<file path="config.mk">
export PLATFORM = sky130hd
export DESIGN_NAME = sscx_exec
export DESIGN_NICKNAME = d
export VERILOG_FILES = /design/src/hdl/sscx_pkg.sv /design/src/hdl/sscx_cond_check.sv /design/src/hdl/sscx_lane_unit.sv /design/src/hdl/sscx_exec.sv
export SDC_FILE = /design/constraint.sdc
export NUM_CORES = 1
export LEC_CHECK = 0
export BUFFER_PORTS_ARGS = -buffer_cell sky130_fd_sc_hd__buf_2
export CAP_MARGIN = 20
export CORE_MARGIN = 5
export CORE_UTILIZATION = 35
export DETAILED_ROUTE_END_ITERATION = 6
export GPL_TIMING_DRIVEN = 1
export MAX_ROUTING_LAYER = met4
export RECOVER_POWER = 50
export SETUP_SLACK_MARGIN = 0.5
export SYNTH_ARGS = -nofsm -noshare
export SYNTH_HDL_FRONTEND = slang
export SYNTH_SLANG_ARGS = --single-unit
</file>
<file path="constraint.sdc">
create_clock -name i_mclk -period 4.58 [get_ports i_mclk]
set_input_delay 1.145 -clock i_mclk [delete_from_list [all_inputs] [get_ports i_mclk]]
set_output_delay 1.145 -clock i_mclk [all_outputs]
set_load 0.02 [all_outputs]
</file>
<file path="src/hdl/sscx_pkg.sv">
/*
  shared types and constants for the swap / supervisor call / coprocessor
  execution block. assumes a 32-bit instruction word and a 4-bit flag vector.
*/
package sscx_pkg;

  // condition field and flag positions
  localparam int COND_HI = 31;
  localparam int COND_LO = 28;
  localparam int FLAG_N  = 3;
  localparam int FLAG_Z  = 2;
  localparam int FLAG_C  = 1;
  localparam int FLAG_V  = 0;

  // class field and decode patterns
  localparam int          CLASS_HI      = 27;
  localparam int          CLASS_LO      = 24;
  localparam logic [3:0]  CLASS_SVC     = 4'hf;
  localparam logic [3:0]  CLASS_COPROC  = 4'he;
  localparam int          COPROC_BIT    = 4;
  localparam logic [2:0]  COPROC_XFER   = 3'h6;
  localparam logic [4:0]  SWAP_TOP      = 5'h02;
  localparam logic [1:0]  SWAP_MID      = 2'h0;
  localparam logic [7:0]  SWAP_LOW      = 8'h09;
  localparam int          SWAP_BYTE_BIT = 22;
  localparam int          BASE_LO       = 16;
  localparam int          DEST_LO       = 12;
  localparam int          SRC_LO        = 0;

  // coprocessor data operation fields
  localparam int COPROC_SECOND_LO = 0;
  localparam int COPROC_INFO_LO   = 5;
  localparam int COPROC_NUMBER_LO = 8;
  localparam int COPROC_DEST_LO   = 12;
  localparam int COPROC_FIRST_LO  = 16;
  localparam int COPROC_OPCODE_LO = 20;

  // supervisor call vector, and link offsets for supervisor call and abort
  localparam logic [31:0] SVC_VECTOR  = 32'h0000_0008;
  localparam logic [31:0] NEXT_WORD   = 32'h0000_0004;
  localparam logic [31:0] ABORT_LINK  = 32'h0000_0008;

  typedef enum logic [1:0] {SSCX_CYC_NONE, SSCX_CYC_S, SSCX_CYC_N, SSCX_CYC_I} sscx_cyc_t;
  typedef enum logic [1:0] {SSCX_TRAP_NONE, SSCX_TRAP_SVC, SSCX_TRAP_UND, SSCX_TRAP_ABT} sscx_trap_t;

  // memory request group
  typedef struct packed {
    logic        req;
    logic        wr;
    logic        byte_sel;
    logic        lock;
    logic [3:0]  be;
    logic [31:0] addr;
    logic [31:0] wdata;
  } sscx_mem_t;

  // trap entry group
  typedef struct packed {
    logic        valid;
    sscx_trap_t  kind;
    logic [31:0] vector;
    logic [31:0] link;
    logic [31:0] saved;
  } sscx_trap_req_t;

endpackage

</file>
<file path="src/hdl/sscx_cond_check.sv">
/*
  condition field evaluator for one instruction.
  assumes flags are presented stable while the instruction is offered.
*/
`timescale 1ns/100ps
module sscx_cond_check (
  input  wire logic [3:0] i_cond,
  input  wire logic [3:0] i_flags,
  output logic            o_pass
);
  logic n;
  logic z;
  logic c;
  logic v;

  assign n = i_flags[sscx_pkg::FLAG_N];
  assign z = i_flags[sscx_pkg::FLAG_Z];
  assign c = i_flags[sscx_pkg::FLAG_C];
  assign v = i_flags[sscx_pkg::FLAG_V];

  always_comb begin
    unique case (i_cond)
      4'h0: o_pass = z;
      4'h1: o_pass = !z;
      4'h2: o_pass = c;
      4'h3: o_pass = !c;
      4'h4: o_pass = n;
      4'h5: o_pass = !n;
      4'h6: o_pass = v;
      4'h7: o_pass = !v;
      4'h8: o_pass = c && !z;
      4'h9: o_pass = !c || z;
      4'ha: o_pass = (n == v);
      4'hb: o_pass = (n != v);
      4'hc: o_pass = !z && (n == v);
      4'hd: o_pass = z || (n != v);
      4'he: o_pass = 1'b1;
      4'hf: o_pass = 1'b0;
    endcase
  end
endmodule

</file>
<file path="src/hdl/sscx_lane_unit.sv">
/*
  byte lane placement for the load and store halves of a swap.
  assumes the same placement as ordinary single loads and stores.
*/
`timescale 1ns/100ps
module sscx_lane_unit (
  input  wire logic [1:0]  i_addr,
  input  wire logic        i_big_endian,
  input  wire logic        i_byte,
  input  wire logic [31:0] i_rdata,
  input  wire logic [31:0] i_src,
  output logic [31:0]      o_load,
  output logic [31:0]      o_store,
  output logic [3:0]       o_be
);
  logic [1:0]  lane;
  logic [4:0]  lane_sh;
  logic [4:0]  rot_sh;
  logic [63:0] rot_word;
  logic [31:0] lane_word;

  assign lane      = i_big_endian ? ~i_addr : i_addr;
  assign lane_sh   = {lane, 3'h0};
  assign rot_sh    = {i_addr, 3'h0};
  assign rot_word  = {i_rdata, i_rdata} >> rot_sh;
  assign lane_word = i_rdata >> lane_sh;

  always_comb begin
    if (i_byte) begin
      o_load  = {24'h00_0000, lane_word[7:0]};
      o_store = {4{i_src[7:0]}};
      o_be    = 4'h1 << lane;
    end else begin
      o_load  = rot_word[31:0];
      o_store = i_src;
      o_be    = 4'hf;
    end
  end
endmodule

</file>
<file path="src/hdl/sscx_exec.sv">
/*
  execution of the locked swap, the supervisor call and the coprocessor
  data operation class. assumes the core offers one instruction at a time
  while o_busy is low, with base and source register values alongside, and
  a memory that answers every data access in the cycle it is requested.

*/
`timescale 1ns/100ps
module sscx_exec #(
  parameter logic [31:0] UNDEF_VECTOR = 32'h0000_0004,
  parameter logic [31:0] ABORT_VECTOR = 32'h0000_0010
) (
  input  wire logic                   i_mclk,
  input  wire logic                   i_srst,
  input  wire logic                   i_instr_valid,
  input  wire logic [31:0]            i_instr,
  input  wire logic [31:0]            i_instr_addr,
  input  wire logic [3:0]             i_flags,
  input  wire logic [31:0]            i_current_status_register,
  input  wire logic [31:0]            i_base_register,
  input  wire logic [31:0]            i_source_register,
  input  wire logic                   i_big_endian,
  input  wire logic [31:0]            i_mem_rdata,
  input  wire logic                   i_mem_abort,
  output logic                        o_busy,
  output logic                        o_done,
  output logic                        o_irq_inhibit,
  output sscx_pkg::sscx_cyc_t         o_cycle_type,
  output logic                        o_mem_req,
  output logic                        o_mem_wr,
  output logic                        o_mem_byte,
  output logic                        o_mem_lock,
  output logic [3:0]                  o_mem_be,
  output logic [31:0]                 o_mem_addr,
  output logic [31:0]                 o_mem_wdata,
  output logic                        o_rd_we,
  output logic [3:0]                  o_rd_idx,
  output logic [31:0]                 o_rd_data,
  output logic                        o_trap_valid,
  output sscx_pkg::sscx_trap_t        o_trap_kind,
  output logic [31:0]                 o_trap_vector,
  output logic [31:0]                 o_supervisor_link_register,
  output logic [31:0]                 o_supervisor_saved_status
);

  typedef enum logic [3:0] {
    ST_IDLE, ST_SWAP_RD, ST_SWAP_WR, ST_SWAP_INT, ST_SWAP_SEQ,
    ST_SVC_N, ST_SVC_S1, ST_SVC_S2, ST_UND_S
  } sscx_state_t;

  typedef struct packed {
    sscx_state_t             state;
    logic [31:0]             pc;
    logic [31:0]             status;
    logic [31:0]             src;
    logic [31:0]             load;
    logic [3:0]              dest;
    logic                    abort;
    logic                    busy;
    logic                    done;
    logic                    irq_inh;
    sscx_pkg::sscx_cyc_t     cyc;
    sscx_pkg::sscx_mem_t     mem;
    logic                    rd_we;
    logic [3:0]              rd_idx;
    logic [31:0]             rd_data;
    sscx_pkg::sscx_trap_req_t trap;
  } sscx_exec_st_t;

  sscx_exec_st_t s_q;
  sscx_exec_st_t s_d;

  logic        cond_pass;
  logic        accept;
  logic        is_swap;
  logic        is_svc;
  logic        is_coproc_data;
  logic        is_coproc;
  logic        abort_any;
  logic        lane_byte;
  logic [1:0]  lane_addr;
  logic [31:0] lane_load;
  logic [31:0] lane_store;
  logic [3:0]  lane_be;

  sscx_cond_check u_cond (
    .i_cond  (i_instr[sscx_pkg::COND_HI:sscx_pkg::COND_LO]),
    .i_flags (i_flags),
    .o_pass  (cond_pass)
  );

  // lanes follow the new instruction while idle, the latched swap otherwise
  assign lane_addr = (s_q.state == ST_IDLE) ? i_base_register[1:0] : s_q.mem.addr[1:0];
  assign lane_byte = (s_q.state == ST_IDLE) ? i_instr[sscx_pkg::SWAP_BYTE_BIT] : s_q.mem.byte_sel;

  sscx_lane_unit u_lane (
    .i_addr       (lane_addr),
    .i_big_endian (i_big_endian),
    .i_byte       (lane_byte),
    .i_rdata      (i_mem_rdata),
    .i_src        (s_q.src),
    .o_load       (lane_load),
    .o_store      (lane_store),
    .o_be         (lane_be)
  );

  // class decode
  assign is_swap = (i_instr[27:23] == sscx_pkg::SWAP_TOP) && (i_instr[21:20] == sscx_pkg::SWAP_MID)
                   && (i_instr[11:4] == sscx_pkg::SWAP_LOW);
  // comment field never reaches any logic
  assign is_svc = (i_instr[sscx_pkg::CLASS_HI:sscx_pkg::CLASS_LO] == sscx_pkg::CLASS_SVC);
  // only bit 4 and the class field, bits 27:24, are looked at
  assign is_coproc_data = (i_instr[sscx_pkg::CLASS_HI:sscx_pkg::CLASS_LO] == sscx_pkg::CLASS_COPROC)
                          && !i_instr[sscx_pkg::COPROC_BIT];
  assign is_coproc = (i_instr[sscx_pkg::CLASS_HI:sscx_pkg::CLASS_LO] == sscx_pkg::CLASS_COPROC)
                     || (i_instr[27:25] == sscx_pkg::COPROC_XFER);

  assign accept    = (s_q.state == ST_IDLE) && i_instr_valid;
  assign abort_any = s_q.abort || i_mem_abort;

  always_comb begin
    s_d             = s_q;
    s_d.done        = 1'b0;
    s_d.rd_we       = 1'b0;
    s_d.trap.valid  = 1'b0;
    s_d.mem.req     = 1'b0;
    s_d.mem.wr      = 1'b0;
    s_d.mem.lock    = 1'b0;
    s_d.cyc         = sscx_pkg::SSCX_CYC_NONE;
    unique case (s_q.state)
      ST_IDLE: begin
        if (accept) begin
          s_d.pc     = i_instr_addr;
          s_d.status = i_current_status_register;
          if (!cond_pass) begin
            s_d.done = 1'b1;
          end else if (is_swap) begin
            s_d.state        = ST_SWAP_RD;
            s_d.busy         = 1'b1;
            s_d.irq_inh      = 1'b1;
            s_d.abort        = 1'b0;
            s_d.src          = i_source_register;
            s_d.dest         = i_instr[sscx_pkg::DEST_LO +: 4];
            s_d.mem.req      = 1'b1;
            s_d.mem.addr     = i_base_register;
            s_d.mem.byte_sel = i_instr[sscx_pkg::SWAP_BYTE_BIT];
            s_d.mem.be       = lane_be;
            s_d.mem.lock     = 1'b1;
            s_d.cyc          = sscx_pkg::SSCX_CYC_N;
          end else if (is_svc) begin
            s_d.state       = ST_SVC_N;
            s_d.busy        = 1'b1;
            s_d.trap.valid  = 1'b1;
            s_d.trap.kind   = sscx_pkg::SSCX_TRAP_SVC;
            s_d.trap.vector = sscx_pkg::SVC_VECTOR;
            s_d.trap.saved  = i_current_status_register;
            s_d.trap.link   = i_instr_addr + sscx_pkg::NEXT_WORD;
            s_d.cyc         = sscx_pkg::SSCX_CYC_N;
          end else if (is_coproc || is_coproc_data) begin
            s_d.state = ST_UND_S;
            s_d.busy  = 1'b1;
            s_d.cyc   = sscx_pkg::SSCX_CYC_S;
          end else begin
            s_d.done = 1'b1;
          end
        end
      end
      ST_SWAP_RD: begin
        s_d.load      = lane_load;
        s_d.abort     = abort_any;
        s_d.state     = ST_SWAP_WR;
        s_d.mem.req   = 1'b1;
        s_d.mem.wr    = 1'b1;
        s_d.mem.wdata = lane_store;
        s_d.mem.be    = lane_be;
        s_d.mem.lock  = 1'b1;
        s_d.cyc       = sscx_pkg::SSCX_CYC_N;
      end
      ST_SWAP_WR: begin
        s_d.abort   = abort_any;
        s_d.state   = ST_SWAP_INT;
        s_d.irq_inh = 1'b0;
        s_d.cyc     = sscx_pkg::SSCX_CYC_I;
        if (!abort_any) begin
          s_d.rd_we   = 1'b1;
          s_d.rd_idx  = s_q.dest;
          s_d.rd_data = s_q.load;
        end
      end
      ST_SWAP_INT: begin
        s_d.state = ST_SWAP_SEQ;
        s_d.cyc   = sscx_pkg::SSCX_CYC_S;
        if (s_q.abort) begin
          s_d.trap.valid  = 1'b1;
          s_d.trap.kind   = sscx_pkg::SSCX_TRAP_ABT;
          s_d.trap.vector = ABORT_VECTOR;
          s_d.trap.saved  = s_q.status;
          s_d.trap.link   = s_q.pc + sscx_pkg::ABORT_LINK;
        end
      end
      ST_SWAP_SEQ: begin
        s_d.state = ST_IDLE;
        s_d.busy  = 1'b0;
        s_d.done  = 1'b1;
      end
      ST_SVC_N: begin
        s_d.state = ST_SVC_S1;
        s_d.cyc   = sscx_pkg::SSCX_CYC_S;
      end
      ST_SVC_S1: begin
        s_d.state = ST_SVC_S2;
        s_d.cyc   = sscx_pkg::SSCX_CYC_S;
      end
      ST_SVC_S2: begin
        s_d.state = ST_IDLE;
        s_d.busy  = 1'b0;
        s_d.done  = 1'b1;
      end
      ST_UND_S: begin
        // no handshake with any coprocessor, so no busy wait
        s_d.state       = ST_IDLE;
        s_d.busy        = 1'b0;
        s_d.done        = 1'b1;
        s_d.trap.valid  = 1'b1;
        s_d.trap.kind   = sscx_pkg::SSCX_TRAP_UND;
        s_d.trap.vector = UNDEF_VECTOR;
        s_d.trap.saved  = s_q.status;
        s_d.trap.link   = s_q.pc + sscx_pkg::NEXT_WORD;
      end
      default: begin
        s_d.state = ST_IDLE;
        s_d.busy  = 1'b0;
      end
    endcase
  end

  always_ff @(posedge i_mclk) begin
    if (i_srst) begin
      s_q <= '0;
    end else begin
      s_q <= s_d;
    end
  end

  assign o_busy                     = s_q.busy;
  assign o_done                     = s_q.done;
  assign o_irq_inhibit              = s_q.irq_inh;
  assign o_cycle_type               = s_q.cyc;
  assign o_mem_req                  = s_q.mem.req;
  assign o_mem_wr                   = s_q.mem.wr;
  assign o_mem_byte                 = s_q.mem.byte_sel;
  assign o_mem_lock                 = s_q.mem.lock;
  assign o_mem_be                   = s_q.mem.be;
  assign o_mem_addr                 = s_q.mem.addr;
  assign o_mem_wdata                = s_q.mem.wdata;
  assign o_rd_we                    = s_q.rd_we;
  assign o_rd_idx                   = s_q.rd_idx;
  assign o_rd_data                  = s_q.rd_data;
  assign o_trap_valid               = s_q.trap.valid;
  assign o_trap_kind                = s_q.trap.kind;
  assign o_trap_vector              = s_q.trap.vector;
  assign o_supervisor_link_register = s_q.trap.link;
  assign o_supervisor_saved_status  = s_q.trap.saved;
endmodule

</file>
==> results of run 1 <==
## sequential cells by signal, summed over array words and instances (netlist names), 2 cells and up
register,cells
s_q,137
o_mem_addr,32
o_mem_wdata,32
o_rd_data,32
o_supervisor_link_register,32
o_supervisor_saved_status,32
o_mem_be,4
o_rd_idx,4
o_trap_vector,3
o_cycle_type,2
o_trap_kind,2
## through the flow
| step | worst slack [ps] | util (%) | cells | instance area (um2) |
|---|---|---|---|---|
| finish | 850 | 39.9 | 2797 | 18100 |
| CTS | 970 | 40.4 | 2786 | 18300 |
| global route | 520 | 39.9 | 2797 | 18100 |
| floorplan | 1540 | - | 2054 | 16200 |
| global placement | 1010 | 37.5 | 2717 | 17000 |
| detailed placement | 885 | 37.5 | 2717 | 17000 |
## metal layers
metal | GRT usage [%] | vias up
li1 | - | 7040
met1 | 24.8 | 6807
met2 | 29.2 | 490
met3 | 3.62 | 76
met4 | 5.60 | 0
met5 | - | -
## power breakdown
part / switching (mW) / internal [mW]
logic: 0.343 / 0.199
registers: 0.0402 / 2.83
clock network: 1.19 / 1.95
## worst max-delay path: stages, from the launching register on
cell,delay (ps)
dfxtp_1,470
nor4_4,870
nand2_2,180
clkbuf_2,880
or4_1,880
a2111oi_2,350
## logic make-up after synthesis
kind of cell	share of synthesized area [%]
AND/OR/NAND/NOR	21.4
buffers and inverters	13.5
AO/OA/AOI/OAI	17.0
flip-flops	39.9
adder cells (fa/ha/maj)	0.234
other	0.0233
multiplexers	5.73
XOR/XNOR	2.16
## layout make-up
| class | instances | share of cell area [%] |
|---|---|---|
| multi-input cells | 1383 | 42.3 |
| flip-flops and latches | 320 | 35.4 |
| repair buffers | 407 | 10.6 |
| clock buffers | 57 | 6.32 |
| well taps | 600 | 4.15 |
| clock inverters | 12 | 0.919 |
| inverters | 8 | 0.166 |
| diodes | 10 | 0.138 |
## synthesized netlist by cell type, drive strengths merged (2+ instances only)
cell type  instances
a2111oi            3
a211oi            73
a21o               4
a21oi            213
a221oi            12
a22o               9
a22oi              5
a2bb2oi            2
a311oi             7
a31oi             25
a32o              25
a41oi              2
and2              12
and3              11
and4               4
buf              249
clkbuf            94
dfxtp            320
ha                 3
inv                8
mux2               3
mux2i             69
mux4               8
nand2            486
nand2b            10
nand3             27
nand3b             6
nand4             16
nor2             123
nor2b             11
nor3              67
nor3b              3
nor4               8
nor4b              4
o21a               5
o21ai             27
o221ai             3
o22ai              9
o31a               2
o31ai              2
o32ai              2
or2                4
or3                6
xnor2             26
xor2              12
## worst paths after layout
check | cells past startpoint | to | slack [ps] | start
setup / recovery | 5 | o_cycle_type[0] | 850 | s_q[348]
hold / removal | 2 | s_q[281] | 450 | s_q[281]
hold reg to reg | 2 | s_q[281] | 450 | s_q[281]
setup reg to reg | 5 | o_cycle_type[0] | 850 | s_q[348]
==> metrics, run 1 <==
first-pass GRT wire length=74900 um; EDFF count, synth=0; number of top-level pins=414; initial antenna violation count=11; cell leakage power=6.48 nW; number of global-route vias before repair=~13000; total area of sequential cells=0.00641 mm2; fraction of registers with async set or reset after synthesis=0%; unrepaired setup endpoints after global routing=no; iteration-0 DRC count of the detailed router=1070; leading post-synthesis cells by cell area=dfxtp_1, nand2_1, buf_4; met2 wire length=23000 um; number of max-slew violations in the final report=189; clock slew at reported path FFs=~60 ps; H-tree depth reported by CTS=2; CTS resizes=0; number of remaining DRC errors=0; Final setup violation count=0; detailed-routing wirelength on met1=21600 um; number of buffers inserted to repair setup after CTS=0; power density normalized to cell area=362 mW/mm2; latest clock arrival within the worst-skew pair=540 ps; count of distinct cell types in the synthesized netlist=about 70; worst-case headroom to the max-slew limit=-33.3%; final total negative setup slack=0 ps; Post-synth top flop=dfxtp_1; wire length reported by the detailed router=49000 um; Total GRT Usage=18.7%; quantity of hold-fixing buffers added after cts=0; most common cell after layout, fill and taps aside=nand2_1; total number of vias=14400; post-synthesis sequential element count=320; Starting Density=35.4%; site row count=78; top fanout value on the critical path=66; leading cell types in the layout, fill and taps excluded=nand2_1, dfxtp_1, a21oi_1; root buf cell=clkbuf_16; amount of wire on met3 after detailed routing=3200 um; number of buffers added by the clock tree synthesis step=38; post-layout minimum cycle time=3730 ps; number of fill cells=approximately 4700; overall die area=between 0.05 and 0.06 mm2; Avg Cell Area, Syn=7.93 um2; chip width=224 um; share of Yosys cell area claimed by the top area cell type=about two fifths; Max Cap Viol=4; final layout net count=between 2000 and 2500; Post-Route Skew=24.3 ps; first-pass iteration count of the detailed router=5; number of buffers added on ports=between 300 and 400; sequential cell area fraction in the yosys report=approximately 40%; critical path arrival=between 4000 and 5000 ps; number of warnings printed during yosys synthesis=0; placed wire-length estimate=~34000 um; Synth Instances=2026; type of the tightest min-delay check=reg2reg; CTS tree=built; CTS Sinks=320; DR WL/cell=17.5 um; transition time at the pin with the least slew margin=2000 ps; Worst Setup Start Kind=flop; worst hold margin=450 ps; violations in the final reports=capacitance limit, slew limit; Final Wtd Congestion=0.863; Peak supply drop=approximately 0.00022 V; required time of the critical path=5000 ps; area of the core=0.0454 mm2; area of the multi-input gates=between 0.007 and 0.008 mm2; final worst path period share=81.4%; final antenna-violating net count=0; Clock Path Buffers=3; cell area after synthesis=about 0.016 mm2; library cell occupying the most area in the post-synthesis netlist=dfxtp_1; Final Power=6.55 mW; Crit Path Category=reg2reg; Max Clk Rate=268 MHz; share of post-route cells with drive strength above 1=about 14%; detailed-route vias per instance=5.15; crit path capture type=flop; highest metal used=met4; largest net degree at the start of global routing=153; status=finished, violations left; Remaining Overflow, GRT=0; area added between synthesis and finish=12.6%; overall die height=224 um; final count of hold timing violations=0
Note: power is estimated with default switching activity, not from simulation.
==> run 2, diff against run 1 <==
Clock period 4.58 ns to 3.7 ns, I/O delays scaled along.
==> run 2 against run 1 <==
Effect of this change:
- the flow still finishes with violations (capacitance limit, slew limit)
- non-clock buffer count is 16 higher
- worst hold slack worse by 1.5 ps
- worst setup slack worse by 220 ps
- routed wire length fell by 0.21%
- die area unchanged
- cell count grew 0.43%
- count of clock-buffer cells in the layout unchanged
- critical path depth increased by 1
- sequential power increased by 24%
- global-route usage hardly changed
- via count shrank 0.17%
- sequential share of layout area is 0.44 points lower
- largest power group unchanged
==> metrics, run 2 (synthesis gave the netlist of run 1 again) <==
status=finished, violations left; violations in the final reports=capacitance limit, slew limit; final worst path period share=83.0% (+1.5 points); type of the tightest min-delay check=reg2reg; part of the total power dissipated in sequential elements=42.8% (-1.0 points); site row count=78 (unchanged); first-pass GRT wire length=74800 um (-0.11%); worst-case headroom to the max-slew limit=-27.3% (+5.9 points); Final Power=8.30 mW (+27%); post-placement worst setup slack=326 ps (-559 ps); smallest setup slack after layout=630 ps (-220 ps); latest clock arrival within the worst-skew pair=550 ps (about the same); most prevalent standard cell on the critical path=buf_4; chip width=224 um (unchanged); quantity of hold-fixing buffers added after cts=0 (unchanged); register with the most flip-flops=s_q; H-tree depth reported by CTS=2 (unchanged); final antenna-violating net count=0 (unchanged); iteration-0 DRC count of the detailed router=1078 (+0.75%); root buf cell=clkbuf_16; Post-Route Skew=10.2 ps (-14.1 ps); detailed-route vias per instance=5.12 (-0.59%); crit path capture type=flop; number of buffers inserted to repair setup after CTS=0 (unchanged); power density normalized to cell area=453 mW/mm2 (+25%); final cell count without fillers=2809 (+0.43%); share of the core filled with cells=40.4% (+0.50 points); unrepaired setup endpoints after global routing=no; Final Wtd Congestion=0.873 (+1.1%); CTS Sinks=320 (unchanged); CTS resizes=0 (unchanged); Peak supply drop=0.000281 V (+25%); total number of vias=14400 (-0.17%); Max Clk Rate=326 MHz (+22%); DR WL/cell=17.4 um (-0.63%); share of post-route cells with drive strength above 1=14.9% (+0.68 points); worst hold margin=449 ps (-1.47 ps); placed wire-length estimate=34400 um (about the same); overall die area=0.0503 mm2 (unchanged); Crit Path Category=reg2reg; post-layout minimum cycle time=3070 ps (-660 ps); Critical Path Slowest Stage Cell=and2_1; most common cell after layout, fill and taps aside=nand2_1; wire length reported by the detailed router=48900 um (-0.21%); number of max-slew violations in the final report=74 (-61%); number of global-route vias before repair=13400 (+0.47%); overall die height=224 um (unchanged); Max Cap Viol=2 (-2); final count of hold timing violations=0 (unchanged); Inst Count DP=2733 (+0.59%); number of top-level pins=414 (unchanged); final layout net count=2378 (+0.68%); Total GRT Usage=18.7% (about the same); Starting Density=35.4% (unchanged); cell leakage power=6.59 nW (+1.7%); clock share of power=49.0% (+1.1 points); first-pass iteration count of the detailed router=5 (unchanged); CP cell instances=nor4_1, buf_4, and2_1, buf_4, nand2_1, a21oi_1; clock slew at reported path FFs=60 ps (about the same); required time of the critical path=4170 ps (-830 ps); largest net degree at the start of global routing=129 (-16%); transition time at the pin with the least slew margin=1910 ps (-89.0 ps); number of buffers added on ports=376 (unchanged); combinational cell fraction of total power=8.2% (about the same); CTS tree=built; Clock Path Buffers=3 (unchanged); Final setup violation count=0 (unchanged); area added between synthesis and finish=14.0%; Worst Setup Start Kind=flop; initial antenna violation count=7 (-4); Remaining Overflow, GRT=0 (unchanged); area of the core=0.0454 mm2 (unchanged); critical path arrival=3540 ps (-610 ps); switching component of the power=1.99 mW (+27%); switching part of the total power=24.0% (+0.029 points); number of buffers added by the clock tree synthesis step=38 (unchanged); final total negative setup slack=0 ps (unchanged); max FFs per register=137 (unchanged); critical path's largest stage delay=1250 ps (+370 ps); number of remaining DRC errors=0 (unchanged); Power Internal=6.31 mW (+27%); top fanout value on the critical path=35 (-47%); leading cell types in the layout, fill and taps excluded=nand2_1, dfxtp_1, a21oi_1; post-route cell area=0.0183 mm2 (+1.3%); area of placed instances=0.0172 mm2 (+1.1%)
run 2: cell types whose count changed in the layout (fill, tap and decap cells not counted), sizes merged:
cell,previous run,this run
clkinv,6,1
bufinv,4,5
clkbuf,245,243
diode,10,7
buf,219,237
clkinvlp,1,4
run 2: per-layer routing:
metal	up-vias	global-route usage, %	part of all wire [%]
li1	7051	-	-
met1	6763	24.5	44
met2	497	29.1	47
met3	78	4.09	7.2
met4	0	5.68	2.6
met5	-	-	0
run 2: cell type report:
| type | count | area [um2] |
|---|---|---|
| sequential | 320 | 6410 |
| tap | 600 | 751 |
| clock inverter | 11 | 194 |
| inverter | 8 | 30.0 |
| antenna | 7 | 17.5 |
| clock buffer | 57 | 1180 |
| timing repair buffer | 423 | 2100 |
| fill | 4720 | 27100 |
| multi-input combinational | 1383 | 7650 |
run 2: worst max-delay path: cells and delay by family (launching register included):
kind            cells  cell delay [ps]
flops               1              460
compound gates      1              120
buf+inv             2              710
simple gates        3             1680
run 2: path summary, 6_finish.rpt:
kind	from	end	slack [ps]	cells after the start
setup reg to reg	s_q[348]	s_q[307]	630	6
hold reg to reg	o_mem_addr[11]	o_mem_addr[11]	450	2
setup / recovery	s_q[348]	s_q[307]	630	6
hold / removal	o_mem_addr[11]	o_mem_addr[11]	450	2
run 2: power groups by stage:
stage               combinational [mW]  clock, mW  sequential, mW
global placement                 0.668          0            3.63
detailed placement               0.682          0            3.63
global route                     0.749       4.32            3.56
finish                           0.681       4.06            3.56
floorplan                        0.459          0            3.61
CTS                              0.685       4.18            3.55
